File: src/bsf_pkg.sv
// Shared constants for the two-wire bus status and event-flag block
package bsf_pkg;
  // Register indices; byte address is four times the index
  localparam logic [9:0] IDX_CONTROL     = 10'h0f0;
  localparam logic [9:0] IDX_STATUS_ONE  = 10'h0f1;
  localparam logic [9:0] IDX_STATUS_TWO  = 10'h0f2;
  localparam logic [9:0] IDX_CLOCK_SETUP = 10'h0f3;
  localparam logic [9:0] IDX_DATA        = 10'h0f6;
  localparam logic [9:0] IDX_EXT_SETUP   = 10'h0f8;
  localparam int         ADDR_W          = 12;

  // Control register fields
  localparam int CTL_PERIPHERAL_ON   = 5;
  localparam int CTL_BROADCAST_EN    = 4;
  localparam int CTL_START           = 3;
  localparam int CTL_ACK_EN          = 2;
  localparam int CTL_STOP            = 1;
  localparam int CTL_INTERRUPT_ALLOW = 0;

  // Status one fields
  localparam int S1_EVENT_PENDING  = 7;
  localparam int S1_HEADER_SENT    = 6;
  localparam int S1_DIRECTION_TX   = 5;
  localparam int S1_BUS_BUSY       = 4;
  localparam int S1_BYTE_DONE      = 3;
  localparam int S1_OWN_ADDR_HIT   = 2;
  localparam int S1_MASTER_ACTIVE  = 1;
  localparam int S1_START_SENT     = 0;

  // Status two fields
  localparam int S2_ADDRESS_ACKED  = 5;
  localparam int S2_ACK_MISSING    = 4;
  localparam int S2_STOP_SEEN      = 3;
  localparam int S2_ARB_LOST       = 2;
  localparam int S2_MISPLACED      = 1;
  localparam int S2_BROADCAST_HIT  = 0;

  // Clock setup and extension fields
  localparam int CLK_FAST_SELECT   = 7;
  localparam int EXT_TEN_BIT_MODE  = 2;

  // Reset values, and the control bits kept while switched off
  localparam logic [7:0] CONTROL_RESET     = 8'h00;
  localparam logic [7:0] CLOCK_SETUP_RESET = 8'h00;
  localparam logic [7:0] EXT_SETUP_RESET   = 8'h00;
  localparam logic [7:0] DATA_RESET        = 8'h00;
  localparam logic [7:0] STOP_KEEP_MASK    = 8'h02;

  // Divider timing: period = mult * (divider + offset) system clocks
  localparam logic [1:0] STD_MULT   = 2'h2;
  localparam logic [1:0] FAST_MULT  = 2'h3;
  localparam logic [9:0] DIV_OFFSET = 10'h002;

  // AXI responses
  localparam logic [1:0] RESP_OKAY   = 2'h0;
  localparam logic [1:0] RESP_SLVERR = 2'h2;
endpackage : bsf_pkg

File: src/bsf_flags.sv
// Status, event flags, clock stretch and divider of the two-wire bus interface
//
// The AXI4-Lite interface to the registers is this design's own decision.
`timescale 1ns/1ps
`default_nettype none
module bsf_flags
  import bsf_pkg::*;
(
  // Clock and reset
  input  wire logic                       CORE_CLK,
  input  wire logic                       RST,
  // AXI4-Lite write channels
  input  wire logic [bsf_pkg::ADDR_W-1:0] S_AXI_AWADDR,
  input  wire logic                       S_AXI_AWVALID,
  output var  logic                       S_AXI_AWREADY,
  input  wire logic [31:0]                S_AXI_WDATA,
  input  wire logic [3:0]                 S_AXI_WSTRB,
  input  wire logic                       S_AXI_WVALID,
  output var  logic                       S_AXI_WREADY,
  output var  logic [1:0]                 S_AXI_BRESP,
  output var  logic                       S_AXI_BVALID,
  input  wire logic                       S_AXI_BREADY,
  // AXI4-Lite read channels
  input  wire logic [bsf_pkg::ADDR_W-1:0] S_AXI_ARADDR,
  input  wire logic                       S_AXI_ARVALID,
  output var  logic                       S_AXI_ARREADY,
  output var  logic [31:0]                S_AXI_RDATA,
  output var  logic [1:0]                 S_AXI_RRESP,
  output var  logic                       S_AXI_RVALID,
  input  wire logic                       S_AXI_RREADY,
  // Sampled bus lines
  input  wire logic                       SCL_IN,
  input  wire logic                       SDA_IN,
  // Events from the shift engine, one-cycle pulses
  input  wire logic                       EV_START_DONE,
  input  wire logic                       EV_HEADER_SENT,
  input  wire logic                       EV_TX_ACK_PULSE,
  input  wire logic                       EV_RX_ACK_PULSE,
  input  wire logic                       EV_OWN_MATCH,
  input  wire logic                       EV_BROADCAST_MATCH,
  input  wire logic                       EV_ADDR_ACKED,
  input  wire logic                       EV_NO_ACK,
  input  wire logic                       EV_ARB_LOST,
  // Engine levels and received byte
  input  wire logic                       IN_BYTE,
  input  wire logic                       ACK_PULSE,
  input  wire logic [7:0]                 RX_DATA,
  // DMA status
  input  wire logic                       DMA_BUSY,
  input  wire logic                       DMA_DONE,
  // Outputs to the engine and the core
  output var  logic                       GEN_START,
  output var  logic                       GEN_STOP,
  output var  logic                       SCL_HOLD_LOW,
  output var  logic                       SCL_TICK,
  output var  logic [7:0]                 TX_DATA,
  output var  logic                       IRQ
);
  import bsf_pkg::*;

  // Word index match, low address bits ignored
  function automatic logic idx_is(input logic [ADDR_W-1:0] a, input logic [9:0] idx);
    return a[ADDR_W-1:2] == idx;
  endfunction : idx_is

  // Bus clock period in system clocks
  function automatic logic [10:0] scl_period(input logic fast, input logic [8:0] div);
    logic [10:0] base;
    base = {2'h0, div} + {1'b0, DIV_OFFSET};
    return fast ? 11'(base * FAST_MULT) : 11'(base * STD_MULT);
  endfunction : scl_period

  // Bus slave state
  logic                aw_have_q, aw_have_d, w_have_q, w_have_d;
  logic [ADDR_W-1:0]   awaddr_q, awaddr_d;
  logic [7:0]          wbyte_q, wbyte_d;
  logic                wlane_q, wlane_d;
  logic                awready_q, awready_d, wready_q, wready_d;
  logic                bvalid_q, bvalid_d, arready_q, arready_d, rvalid_q, rvalid_d;
  logic [1:0]          bresp_q, bresp_d, rresp_q, rresp_d;
  logic [31:0]         rdata_q, rdata_d;
  // Registers and flags
  logic [7:0]          ctrl_q, ctrl_d, clk_q, clk_d, ext_q, ext_d, data_q, data_d;
  logic [7:0]          s1_q, s1_d, s2_q, s2_d;
  logic                sr1_seen_q, sr1_seen_d, saw_ack_q, saw_ack_d;
  logic                scl_prev_q, sda_prev_q;
  logic                gen_start_q, gen_start_d, gen_stop_q, gen_stop_d;
  logic                hold_q, hold_d, tick_q, tick_d, irq_q, irq_d;
  logic [10:0]         cnt_q, cnt_d;
  // Decoded strobes and events
  logic do_write, do_read, wr_en, wr_ctrl, wr_clk, wr_ext, wr_data;
  logic rd_sr1, rd_sr2, rd_data, pe, master, start_det, stop_det;
  logic set_start, set_header, set_bd, set_own, set_acked, set_af;
  logic set_stop_seen, set_arbitration_lost, set_misplaced_condition_error, set_broadcast_hit, bd_clr, irq_hit;

  // Write address and data may arrive in either order
  always_comb
  begin
    aw_have_d = aw_have_q;
    awaddr_d  = awaddr_q;
    w_have_d  = w_have_q;
    wbyte_d   = wbyte_q;
    wlane_d   = wlane_q;
    bvalid_d  = bvalid_q;
    bresp_d   = bresp_q;
    if (S_AXI_AWVALID && awready_q)
    begin
      aw_have_d = 1'b1;
      awaddr_d  = S_AXI_AWADDR;
    end
    if (S_AXI_WVALID && wready_q)
    begin
      w_have_d = 1'b1;
      wbyte_d  = S_AXI_WDATA[7:0];
      wlane_d  = S_AXI_WSTRB[0];
    end
    do_write = aw_have_q && w_have_q && !bvalid_q;
    if (bvalid_q && S_AXI_BREADY)
      bvalid_d = 1'b0;
    if (do_write)
    begin
      aw_have_d = 1'b0;
      w_have_d  = 1'b0;
      bvalid_d  = 1'b1;
      bresp_d   = (idx_is(awaddr_q, IDX_CONTROL) || idx_is(awaddr_q, IDX_CLOCK_SETUP) ||
                   idx_is(awaddr_q, IDX_EXT_SETUP) || idx_is(awaddr_q, IDX_DATA) ||
                   idx_is(awaddr_q, IDX_STATUS_ONE) || idx_is(awaddr_q, IDX_STATUS_TWO))
                  ? RESP_OKAY : RESP_SLVERR;
    end
    // Ready is a flop, so it drops one cycle after a channel is taken
    awready_d = !aw_have_d;
    wready_d  = !w_have_d;
    wr_en     = do_write && wlane_q;
    wr_ctrl   = wr_en && idx_is(awaddr_q, IDX_CONTROL);
    wr_clk    = wr_en && idx_is(awaddr_q, IDX_CLOCK_SETUP);
    wr_ext    = wr_en && idx_is(awaddr_q, IDX_EXT_SETUP);
    wr_data   = wr_en && idx_is(awaddr_q, IDX_DATA);
  end

  // Read channel; side effects of a read happen at acceptance
  always_comb
  begin
    arready_d = arready_q;
    rvalid_d  = rvalid_q;
    rdata_d   = rdata_q;
    rresp_d   = rresp_q;
    do_read   = S_AXI_ARVALID && arready_q;
    rd_sr1    = do_read && idx_is(S_AXI_ARADDR, IDX_STATUS_ONE);
    rd_sr2    = do_read && idx_is(S_AXI_ARADDR, IDX_STATUS_TWO);
    rd_data   = do_read && idx_is(S_AXI_ARADDR, IDX_DATA);
    if (rvalid_q && S_AXI_RREADY)
    begin
      rvalid_d  = 1'b0;
      arready_d = 1'b1;
    end
    if (do_read)
    begin
      arready_d = 1'b0;
      rvalid_d  = 1'b1;
      rresp_d   = RESP_OKAY;
      rdata_d   = 32'h0;
      // Held value plus any racing set, so the clearing read still shows it
      if (idx_is(S_AXI_ARADDR, IDX_CONTROL))          rdata_d[7:0] = {2'h0, ctrl_q[5:0]};
      else if (rd_sr1)                                 rdata_d[7:0] = s1_q | s1_d;
      else if (rd_sr2)                                 rdata_d[7:0] = {2'h0, s2_q[5:0] | s2_d[5:0]};
      else if (idx_is(S_AXI_ARADDR, IDX_CLOCK_SETUP)) rdata_d[7:0] = clk_q;
      else if (idx_is(S_AXI_ARADDR, IDX_EXT_SETUP))   rdata_d[7:0] = ext_q;
      else if (rd_data)                                rdata_d[7:0] = data_q;
      else                                             rresp_d = RESP_SLVERR;
    end
  end

  // Bus conditions and flag next values
  always_comb
  begin
    pe        = ctrl_q[CTL_PERIPHERAL_ON];
    master    = s1_q[S1_MASTER_ACTIVE];
    start_det = SCL_IN && scl_prev_q && sda_prev_q && !SDA_IN;
    stop_det  = SCL_IN && scl_prev_q && !sda_prev_q && SDA_IN;
    set_start  = EV_START_DONE;
    set_header = EV_HEADER_SENT && master && ext_q[EXT_TEN_BIT_MODE];
    set_bd     = EV_TX_ACK_PULSE || (EV_RX_ACK_PULSE && ctrl_q[CTL_ACK_EN]);
    set_own    = (EV_OWN_MATCH || (EV_BROADCAST_MATCH && ctrl_q[CTL_BROADCAST_EN]))
                 && !master;
    set_acked  = EV_ADDR_ACKED && master;
    set_misplaced_condition_error   = (start_det || stop_det) && IN_BYTE;
    set_af     = EV_NO_ACK || (stop_det && IN_BYTE && ACK_PULSE);
    set_arbitration_lost   = (EV_ARB_LOST && master) || (start_det && IN_BYTE);
    set_stop_seen  = stop_det && !master && saw_ack_q;
    set_broadcast_hit   = EV_BROADCAST_MATCH && ctrl_q[CTL_BROADCAST_EN];
    // Transmit byte-done clears on data write, receive on data read
    bd_clr = DMA_DONE || (sr1_seen_q && (s1_q[S1_DIRECTION_TX] ? wr_data : rd_data));
    sr1_seen_d = rd_sr1 || (sr1_seen_q && !wr_data && !rd_data);
    saw_ack_d  = EV_TX_ACK_PULSE || EV_RX_ACK_PULSE || EV_ADDR_ACKED ||
                 (saw_ack_q && !start_det && !stop_det);
    // Set always wins over a clear in the same cycle
    s1_d = 8'h00;
    s1_d[S1_BUS_BUSY]      = start_det || (s1_q[S1_BUS_BUSY] && !stop_det);
    s1_d[S1_START_SENT]    = pe && (set_start ||
                             (s1_q[S1_START_SENT] && !(sr1_seen_q && wr_data)));
    s1_d[S1_HEADER_SENT]   = pe && (set_header || (s1_q[S1_HEADER_SENT] &&
                             !(sr1_seen_q && wr_data) && !set_stop_seen));
    s1_d[S1_BYTE_DONE]     = pe && (set_bd || (s1_q[S1_BYTE_DONE] && !bd_clr));
    s1_d[S1_DIRECTION_TX]  = pe && (EV_TX_ACK_PULSE || (s1_q[S1_DIRECTION_TX] &&
                             s1_d[S1_BYTE_DONE] && !EV_RX_ACK_PULSE && !set_stop_seen &&
                             !set_arbitration_lost));
    s1_d[S1_OWN_ADDR_HIT]  = pe && (set_own || (s1_q[S1_OWN_ADDR_HIT] && !rd_sr1));
    s1_d[S1_MASTER_ACTIVE] = pe && (set_start ||
                             (master && !stop_det && !set_arbitration_lost));
    s2_d = 8'h00;
    s2_d[S2_ADDRESS_ACKED] = pe && (set_acked || (s2_q[S2_ADDRESS_ACKED] && !rd_sr2));
    s2_d[S2_ACK_MISSING]   = pe && (set_af ||
                             (s2_q[S2_ACK_MISSING] && !(rd_sr2 && !ACK_PULSE)));
    s2_d[S2_STOP_SEEN]     = pe && (set_stop_seen || (s2_q[S2_STOP_SEEN] && !rd_sr2));
    s2_d[S2_ARB_LOST]      = pe && (set_arbitration_lost || (s2_q[S2_ARB_LOST] && !rd_sr2));
    s2_d[S2_MISPLACED]     = pe && (set_misplaced_condition_error || (s2_q[S2_MISPLACED] && !rd_sr2));
    s2_d[S2_BROADCAST_HIT] = pe && (set_broadcast_hit || (s2_q[S2_BROADCAST_HIT] && !stop_det));
    // Summary stays up until every source has gone
    s1_d[S1_EVENT_PENDING] = pe && (s1_d[S1_HEADER_SENT] || s1_d[S1_BYTE_DONE] ||
                             s1_d[S1_OWN_ADDR_HIT] || s1_d[S1_START_SENT] ||
                             (|s2_d[5:1]));
    // A set racing its own clearing read flags the bit but stays quiet
    irq_hit = set_header || set_start || (set_own && !rd_sr1) ||
              ((set_af || set_stop_seen || set_arbitration_lost || set_misplaced_condition_error) && !rd_sr2);
    irq_d   = pe && ctrl_q[CTL_INTERRUPT_ALLOW] && irq_hit;
    hold_d  = pe && (s1_d[S1_BYTE_DONE] || s1_d[S1_OWN_ADDR_HIT] || s1_d[S1_START_SENT] ||
              s1_d[S1_HEADER_SENT] || s2_d[S2_ADDRESS_ACKED] || DMA_BUSY);
  end

  // Control, setup and data registers
  always_comb
  begin
    ctrl_d = ctrl_q;
    clk_d  = clk_q;
    ext_d  = ext_q;
    data_d = data_q;
    // First write after disable only turns the peripheral on
    if (wr_ctrl)
    begin
      if (pe)
        ctrl_d = {2'h0, wbyte_q[5:0]};
      else
        ctrl_d[CTL_PERIPHERAL_ON] = wbyte_q[CTL_PERIPHERAL_ON];
    end
    if (EV_START_DONE)
      ctrl_d[CTL_START] = 1'b0;
    if (master && stop_det)
      ctrl_d[CTL_STOP] = 1'b0;
    if (!ctrl_d[CTL_PERIPHERAL_ON])
      ctrl_d = (ctrl_d & STOP_KEEP_MASK);
    if (wr_clk)
      clk_d = wbyte_q;
    // Mode bits change only while disabled
    if (wr_ext && !pe)
      ext_d = {5'h00, wbyte_q[2:0]};
    if (wr_data)
      data_d = wbyte_q;
    else if (EV_RX_ACK_PULSE)
      data_d = RX_DATA;
    // Repeated start is allowed while master; otherwise wait for a free bus
    gen_start_d = pe && ctrl_q[CTL_START] && !EV_START_DONE &&
                  (!s1_q[S1_BUS_BUSY] || master);
    gen_stop_d  = pe && ctrl_q[CTL_STOP];
  end

  // Bus clock divider
  always_comb
  begin
    cnt_d  = 11'h000;
    tick_d = 1'b0;
    if (pe)
    begin
      if (cnt_q >= scl_period(clk_q[CLK_FAST_SELECT], {ext_q[1:0], clk_q[6:0]}) - 11'h001)
        tick_d = 1'b1;
      else
        cnt_d = cnt_q + 11'h001;
    end
  end

  // All state registers
  always_ff @(posedge CORE_CLK)
  begin
    if (RST)
    begin
      aw_have_q <= 1'b0;  w_have_q <= 1'b0;  awaddr_q <= '0;  wbyte_q <= 8'h00;
      wlane_q   <= 1'b0;  awready_q <= 1'b0; wready_q <= 1'b0; bvalid_q <= 1'b0;
      bresp_q   <= RESP_OKAY; arready_q <= 1'b0; rvalid_q <= 1'b0;
      rresp_q   <= RESP_OKAY; rdata_q <= 32'h0;
      ctrl_q    <= CONTROL_RESET; clk_q <= CLOCK_SETUP_RESET;
      ext_q     <= EXT_SETUP_RESET; data_q <= DATA_RESET;
      s1_q      <= 8'h00; s2_q <= 8'h00; sr1_seen_q <= 1'b0; saw_ack_q <= 1'b0;
      scl_prev_q <= 1'b1; sda_prev_q <= 1'b1;
      gen_start_q <= 1'b0; gen_stop_q <= 1'b0; hold_q <= 1'b0;
      tick_q    <= 1'b0; irq_q <= 1'b0; cnt_q <= 11'h000;
    end
    else
    begin
      aw_have_q <= aw_have_d; w_have_q <= w_have_d; awaddr_q <= awaddr_d;
      wbyte_q   <= wbyte_d;  wlane_q <= wlane_d;  awready_q <= awready_d;
      wready_q  <= wready_d; bvalid_q <= bvalid_d; bresp_q <= bresp_d;
      arready_q <= !rvalid_q ? arready_d | !do_read : arready_d;
      rvalid_q  <= rvalid_d; rresp_q <= rresp_d; rdata_q <= rdata_d;
      ctrl_q    <= ctrl_d;   clk_q <= clk_d; ext_q <= ext_d; data_q <= data_d;
      s1_q      <= s1_d;     s2_q <= s2_d;
      sr1_seen_q <= sr1_seen_d; saw_ack_q <= saw_ack_d;
      scl_prev_q <= SCL_IN;  sda_prev_q <= SDA_IN;
      gen_start_q <= gen_start_d; gen_stop_q <= gen_stop_d; hold_q <= hold_d;
      tick_q    <= tick_d;   irq_q <= irq_d; cnt_q <= cnt_d;
    end
  end

  // Outputs straight from flops
  assign S_AXI_AWREADY = awready_q;
  assign S_AXI_WREADY  = wready_q;
  assign S_AXI_BVALID  = bvalid_q;
  assign S_AXI_BRESP   = bresp_q;
  assign S_AXI_ARREADY = arready_q;
  assign S_AXI_RVALID  = rvalid_q;
  assign S_AXI_RDATA   = rdata_q;
  assign S_AXI_RRESP   = rresp_q;
  assign GEN_START     = gen_start_q;
  assign GEN_STOP      = gen_stop_q;
  assign SCL_HOLD_LOW  = hold_q;
  assign SCL_TICK      = tick_q;
  assign TX_DATA       = data_q;
  assign IRQ           = irq_q;
endmodule : bsf_flags
`default_nettype wire

File: config.mk
export PLATFORM = sky130hd
export DESIGN_NAME = bsf_flags
export DESIGN_NICKNAME = d
export VERILOG_FILES = /design/src/bsf_pkg.sv /design/src/bsf_flags.sv
export SDC_FILE = /design/constraint.sdc
export NUM_CORES = 1
export LEC_CHECK = 0
export BUFFER_PORTS_ARGS = -buffer_cell sky130_fd_sc_hd__buf_2
export CORE_MARGIN = 2
export CORE_UTILIZATION = 58
export DETAILED_ROUTE_END_ITERATION = 8
export PLACE_DENSITY = 0.88
export SYNTH_ARGS = -nofsm -noshare
export SYNTH_HDL_FRONTEND = slang
export SYNTH_SLANG_ARGS = --single-unit
File: constraint.sdc
create_clock -name CORE_CLK -period 11.6 [get_ports CORE_CLK]
set_clock_uncertainty 0.15 [all_clocks]
set_input_delay 1.74 -clock CORE_CLK [delete_from_list [all_inputs] [get_ports CORE_CLK]]
set_output_delay 1.74 -clock CORE_CLK [all_outputs]
set_load 0.03 [all_outputs]
==> summary.md, run 1 <==
| Metric | Value |
|---|---|
| Status | complete, no violations |
| GPL Wtd Cong | 0.9321 |
| Post-synth cell types | 83 |
| CP delay by family, top | compound AO/OA/AOI/OAI gates |
| Final Max Tran Viols | 0 |
| Final Worst Setup Slack | 6316 ps |
| Cts hold-fix bufs | 0 |
| Hold Path Class | reg2reg |
| Worst Max-Slew Pin Slew | 1016 ps |
| Area of the core | 9196 µm² |
| Met1 Resource Use GR | 34.94% |
| Period utilisation layout | 45.55% |
| Synth-to-Final Area Change | 9.842% |
| Synth area leaders | dfxtp_1, a21oi_1, nor2_1 |
| 1st-iter DRT viols | 413 |
| CTS Buf Count | 9 |
| Gr busiest metal | met2 |
| Reg-to-Reg Start | clk_q[1]$_SDFFE_PP0P_ |
| First-pass DRT Iterations | 5 |
| Commonest non-fill, non-tap cells in the layout | dfxtp_1, buf_2, nor2_1, nand2_1, a21oi_1 |
| Mapped Cells | 664 |
| Unrepaired setup endpoints after global routing | no |
| Setup TNS | 0 ps |
| Commonest non-fill, non-tap cell in the layout | dfxtp_1 |
| CP max FO | 11 |
| Met2 usage | 44.83% |
| Worst reg2reg setup slack | 6320 ps |
| Synth Area in XOR/XNOR | 5.356% |
| Comb pwr share | 10.9% |
| Post-Synth Adder-Cell Area | 4.807% |
| Synth async-reset ratio | 0% |
| Starting Density | 59.44% |
| Clock Path Buffers | 2 |
| Num rows | 35 |
| Worst path max stage delay | 580 ps |
| Synthesized area | 5466 µm² |
| Peak VDD IR | 0.08268 mV |
| Leading area contributor after synthesis | dfxtp_1 |
| Power Dens Cells | 107.0 nW/µm² |
| Largest family of logic cells by synthesized area | simple AND/OR/NAND/NOR gates |
| Switching power | 177.5 µW |
| Final ANT Viol Nets | 0 |
| Vias in the first global route | 4,816 |
| CTS tree | done |
| Power share of the clock group | 35.6% |
| Worst Hold Depth | 2 |
| Min-delay src | awaddr_q[7]$_SDFFE_PP0P_ |
| Tot GR Track Use | 27.16% |
| Ant diodes | 0 |
| IO buf count | 86 |
| R2r endpoint | cnt_q[2]$_SDFF_PP0_ |
| Htree depth | 3 |
| Skew-Pair Late Insertion Delay | 370 ps |
| Initial antenna violation count | 0 |
| Nets | 843 |
| Tmin final | 5284 ps |
| Routed vias/inst | 6.096 |
| Die Ht | 101.1 µm |
| Setup WS pre-CTS | 6496 ps |
| Worst path cell trace | ha_1 > nand3_1 > xnor2_1 > ha_1 > or2_0 > a21oi_1 > nor2_1 > o21ai_0 > a21oi_1 > a221o_2 > a2111oi_2 > xnor2_1 > ha_1 > nand4_1 > nor3_1 > a2111oi_0 > a21oi_1 > nor4_1 |
| Post-synth EDFFs | 0 |
| Startpoint class of the critical path | flop |
| Grt total ovfl | 0 |
| WS Path Type | reg2reg |
| Hold Violations, Final | 0 |
| Die Area | 10,220 µm² |
| Synth Area in Simple Gates | 24.15% |
| Relative slew slack | 31.72% |
| DRC Markers | 0 |
| Multiplexer share of the synthesized area | 4.234% |
| Setup Buffers After CTS | 0 |
| DP Wirelength | 10.38 mm |
| Root Driver | clkbuf_8 |
| Switching share of power | 27.61% |
| Worst Hold End | awaddr_q[7]$_SDFFE_PP0P_ |
| First-pass GRT wire length | 22.54 mm |
| Sequential-to-total area share from yosys stat | 34.79% |
| R2R depth | 18 |
| Vias | 5,169 |
| Synth Flop Type | dfxtp_1 |
| IO Pins | 144 |
| CTS Sinks | 95 |
| Worst setup EP type | flop |
| Post-synthesis compound-gate area fraction | 19.11% |
| Largest net degree at the start of global routing | 65 |
| Routed WL | 13.87 mm |
| Hold_ws | 313.2 ps |
| WP buf/inv | 0 |
| Ys Warns | 0 |
| Final setup fails | 0 |
| Post-CTS sizing | 0 |
| Share of cells above drive strength 1 | 18.32% |
| Leak | 2.573 nW |
| Max cap viols | 0 |
| Yosys top cell area share | 34.79% |
| Reg power frac | 53.5% |
| #FFs+latches synth | 95 |
| WL/cell | 16.36 µm |
| Mean Syn Cell Area | 8.233 µm² |
| Met3 usage | 5.062% |
| Crit path DAT | 5400 ps |
| Worst EP required | 11,710 ps |
| Die W | 101.1 µm |
| Clk pin slew, worst setup/hold paths | 100 ps |
| Max Fclk | 189.2 MHz |
| Pint | 465.3 µW |
| Critical path's slowest cell | dfxtp_1 |
-- registers in the layout (all words and copies together), names as in the netlist, 3 cells and up --
signal / flops
S_AXI_RDATA: 8
TX_DATA: 8
awaddr_q: 10
clk_q: 8
cnt_q: 11
ctrl_q: 6
ext_q: 3
s1_q: 8
s2_q: 6
wbyte_q: 8
-- how the worst max path moves through the flow --
stage	to	slack, ps	startpoint	cells after the start
floorplan	cnt_q[2]$_SDFF_PP0_	7280	clk_q[1]$_SDFFE_PP0P_	18
global placement	SCL_TICK$_SDFF_PP0_	6740	clk_q[1]$_SDFFE_PP0P_	18
detailed placement	cnt_q[2]$_SDFF_PP0_	6500	clk_q[1]$_SDFFE_PP0P_	18
CTS	cnt_q[2]$_SDFF_PP0_	6440	clk_q[1]$_SDFFE_PP0P_	18
global route	cnt_q[2]$_SDFF_PP0_	5940	clk_q[1]$_SDFFE_PP0P_	18
finish	cnt_q[2]$_SDFF_PP0_	6320	clk_q[1]$_SDFFE_PP0P_	18
-- metal layers --
metal | share of wire, % | up-vias | wire length, µm
met1 | 41 | 2351 | 5651
met2 | 47 | 313 | 6492
met4 | 2.8 | 0 | 392
met3 | 9.6 | 50 | 1333
met5 | 0 | - | 0
li1 | - | 2455 | -
-- final cells by class --
type,instances,area [µm²]
clock inverters,5,63.81
multi-input cells,520,3249
clock buffers,11,141.4
fillers,742,3192
well taps,111,138.9
flip-flops and latches,95,1902
inverters,19,71.32
repair buffers,87,437.9
-- worst register-to-register path: cells and delay by family, from the launching register on --
kind                     cells  cell delay (ps)
AO/OA/AOI/OAI                7             2020
adder cells (fa/ha/maj)      3              950
AND/OR/NAND/NOR              6              970
flip-flops                   1              580
XOR/XNOR                     2              510
-- cells in the mapped netlist (all sizes together), types with 11 or more instances --
cell type and count:
xnor2 21, and3 19, nor3 13, buf 34
nor2 83, dfxtp 95, clkbuf 21, nand2 74
a211oi 17, a21oi 66, o21ai 16, ha 21
nand3 19, inv 19, mux2i 22, nand4 11
-- stage by stage --
| step | instance area (µm²) | instances | utilization, % | power (mW) |
|---|---|---|---|---|
| 5_1_grt | 6005 | 848 | 65.29 | 0.6626 |
| 6_report | 6005 | 848 | 65.29 | 0.6428 |
| 2_1_floorplan | 5560 | 689 | - | 0.4022 |
| 3_3_place_gp | 5799 | 832 | 63.06 | 0.4175 |
| 4_1_cts | 6005 | 848 | 65.29 | 0.6398 |
| 3_5_place_dp | 5799 | 832 | 63.06 | 0.4199 |
-- power by group through the flow --
stage	combinational, mW	sequential, mW	clock (mW)
floorplan	0.0448	0.357	0
global placement	0.0670	0.350	0
CTS	0.0695	0.343	0.227
global route	0.0764	0.345	0.241
detailed placement	0.0689	0.351	0
finish	0.0701	0.344	0.229
-- cell families after synthesis --
group / Yosys count
AO/OA/AOI/OAI: 154
flip-flops: 95
XOR/XNOR: 30
adder cells (fa/ha/maj): 21
other: 1
multiplexers: 23
buffers and inverters: 74
AND/OR/NAND/NOR: 266
Note: power is estimated with default switching activity, not from simulation.
==> inputs of run 2 (changes only) <==
Settings changed: CORE_UTILIZATION 58 to 48, PLACE_DENSITY 0.88 to 0.78.
Clock period 11.6 ns to 4.8 ns, I/O delays scaled along.
==> summary.md, run 2 (same netlist as run 1, synthesis figures left out) <==
| Metric | Value |
|---|---|
| Final ANT Viol Nets | 0 |
| FILL cells | 1,006 |
| Commonest non-fill, non-tap cells in the layout | dfxtp_1, buf_2, nor2_1, nand2_1, a21oi_1 |
| Hold Violations, Final | 0 |
| Commonest non-fill, non-tap cell in the layout | dfxtp_1 |
| Total Power | 1.685 mW |
| Post-route core utilization | 57.30% |
| Initial antenna violation count | 0 |
| Vias | 5,159 |
| Nets | 864 |
| Worst setup EP type | flop |
| Largest net degree at the start of global routing | 64 |
| 1st-iter DRT viols | 357 |
| GPL Wtd Cong | 0.8519 |
| Clock Path Buffers | 2 |
| Period utilisation layout | 93.76% |
| Peak VDD IR | 0.2133 mV |
| Worst Max-Slew Pin Slew | 807.9 ps |
| Hold_ws | 304.7 ps |
| Htree depth | 3 |
| Die Ht | 110.7 µm |
| Power Dens Cells | 267.7 nW/µm² |
| Root Driver | clkbuf_16 |
| Status | complete, no violations |
| Max cap viols | 0 |
| Vias in the first global route | 4,790 |
| Largest registers | cnt_q (11), awaddr_q (10) |
| Routed WL | 13.98 mm |
| Tot GR Track Use | 22.33% |
| Tmin final | 4501 ps |
| IO Pins | 144 |
| CTS Sinks | 95 |
| CP max FO | 9 |
| Relative slew slack | 46.07% |
| IO buf count | 86 |
| Num rows | 38 |
| Final Max Tran Viols | 0 |
| Crit path DAT | 4550 ps |
| Cts hold-fix bufs | 0 |
| Final setup fails | 0 |
| Max Fclk | 222.2 MHz |
| Leak | 2.725 nW |
| Starting Density | 49.77% |
| Max FFs per register | 11 |
| Grt total ovfl | 0 |
| Area of the core | 10,980 µm² |
| DRC Markers | 0 |
| Multi-input gate area in the final layout | 3266 µm² |
| Die W | 110.7 µm |
| Skew-Pair Late Insertion Delay | 350 ps |
| Ant diodes | 0 |
| Setup TNS | 0 ps |
| Worst EP required | 4840 ps |
| WS Path Type | reg2reg |
| First-pass DRT Iterations | 5 |
| WL/cell | 15.57 µm |
| CTS tree | done |
| Sequential cell area | 1904 µm² |
| First-pass GRT wire length | 22.80 mm |
| Routed vias/inst | 5.745 |
| Worst reg2reg setup slack | 300 ps |
| Most flops, register | cnt_q |
| Die Area | 12,260 µm² |
| Hold Path Class | reg2reg |
| CTS Buf Count | 9 |
| Synth-to-Final Area Change | 15.13% |
| Startpoint class of the critical path | flop |
| Clk pin slew, worst setup/hold paths | 70 ps |
| DP Wirelength | 10.60 mm |
| Share of cells above drive strength 1 | 21.37% |
| Setup Buffers After CTS | 0 |
## run 2: timing repair
item,CTS,global route
resized for setup,0,6
setup endpoints to repair,0,11
endpoints found under the hold margin,0,0
## run 2: path summary, 6_finish.rpt
kind	from	endpoint	cells after the start
max	clk_q[2]$_SDFFE_PP0P_	SCL_TICK$_SDFF_PP0_	20
min	awaddr_q[9]$_SDFFE_PP0P_	awaddr_q[9]$_SDFFE_PP0P_	2
max reg2reg	clk_q[2]$_SDFFE_PP0P_	SCL_TICK$_SDFF_PP0_	20
min reg2reg	awaddr_q[9]$_SDFFE_PP0P_	awaddr_q[9]$_SDFFE_PP0P_	2
## run 2: layer usage
metal	share of wire, %	vias up	global-route usage (%)	wire length [µm]
li1	-	2494	-	-
met1	43	2421	28.67	6073
met3	6.7	33	4.866	939
met2	48	211	37.59	6663
met5	0	-	0	0
met4	2.2	0	6.833	306
## run 2: power by group
group	total, mW	internal [mW]	switching, mW
Sequential	0.831	0.810	0.0203
Combinational	0.170	0.0543	0.115
Clock	0.685	0.367	0.317
## run 2: worst max-delay path, stage by stage, from the launching register on
cell	delay, ps
dfxtp_1	380
ha_1	190
nand3_1	130
xnor2_2	180
ha_1	300
or2_0	130
a21oi_1	90
buf_4	150
a31oi_4	180
or4b_1	490
nand3_2	110
xor2_2	70
a2111oi_2	390
xnor2_1	170
ha_1	260
nand4_1	100
nor3_1	60
a2111oi_1	360
buf_4	180
a21o_2	180
a21oi_1	90
## run 2: cell type report
type	count	share of cell area [%]
tap	140	2.783
sequential	95	30.26
inverter	19	1.133
clock buffer	10	3.797
multi-input combinational	520	51.89
timing repair buffer	108	9.463
clock inverter	6	0.6759
## run 2: metrics by stage
step,setup slack (ps),area (µm²),cells
final,299.4,6294,898
after global routing,-12.40,6294,898
after CTS,188.3,6275,898
after detailed placement,203.8,5993,882
after global placement,365.5,5993,882
after floorplan,483.6,5560,689
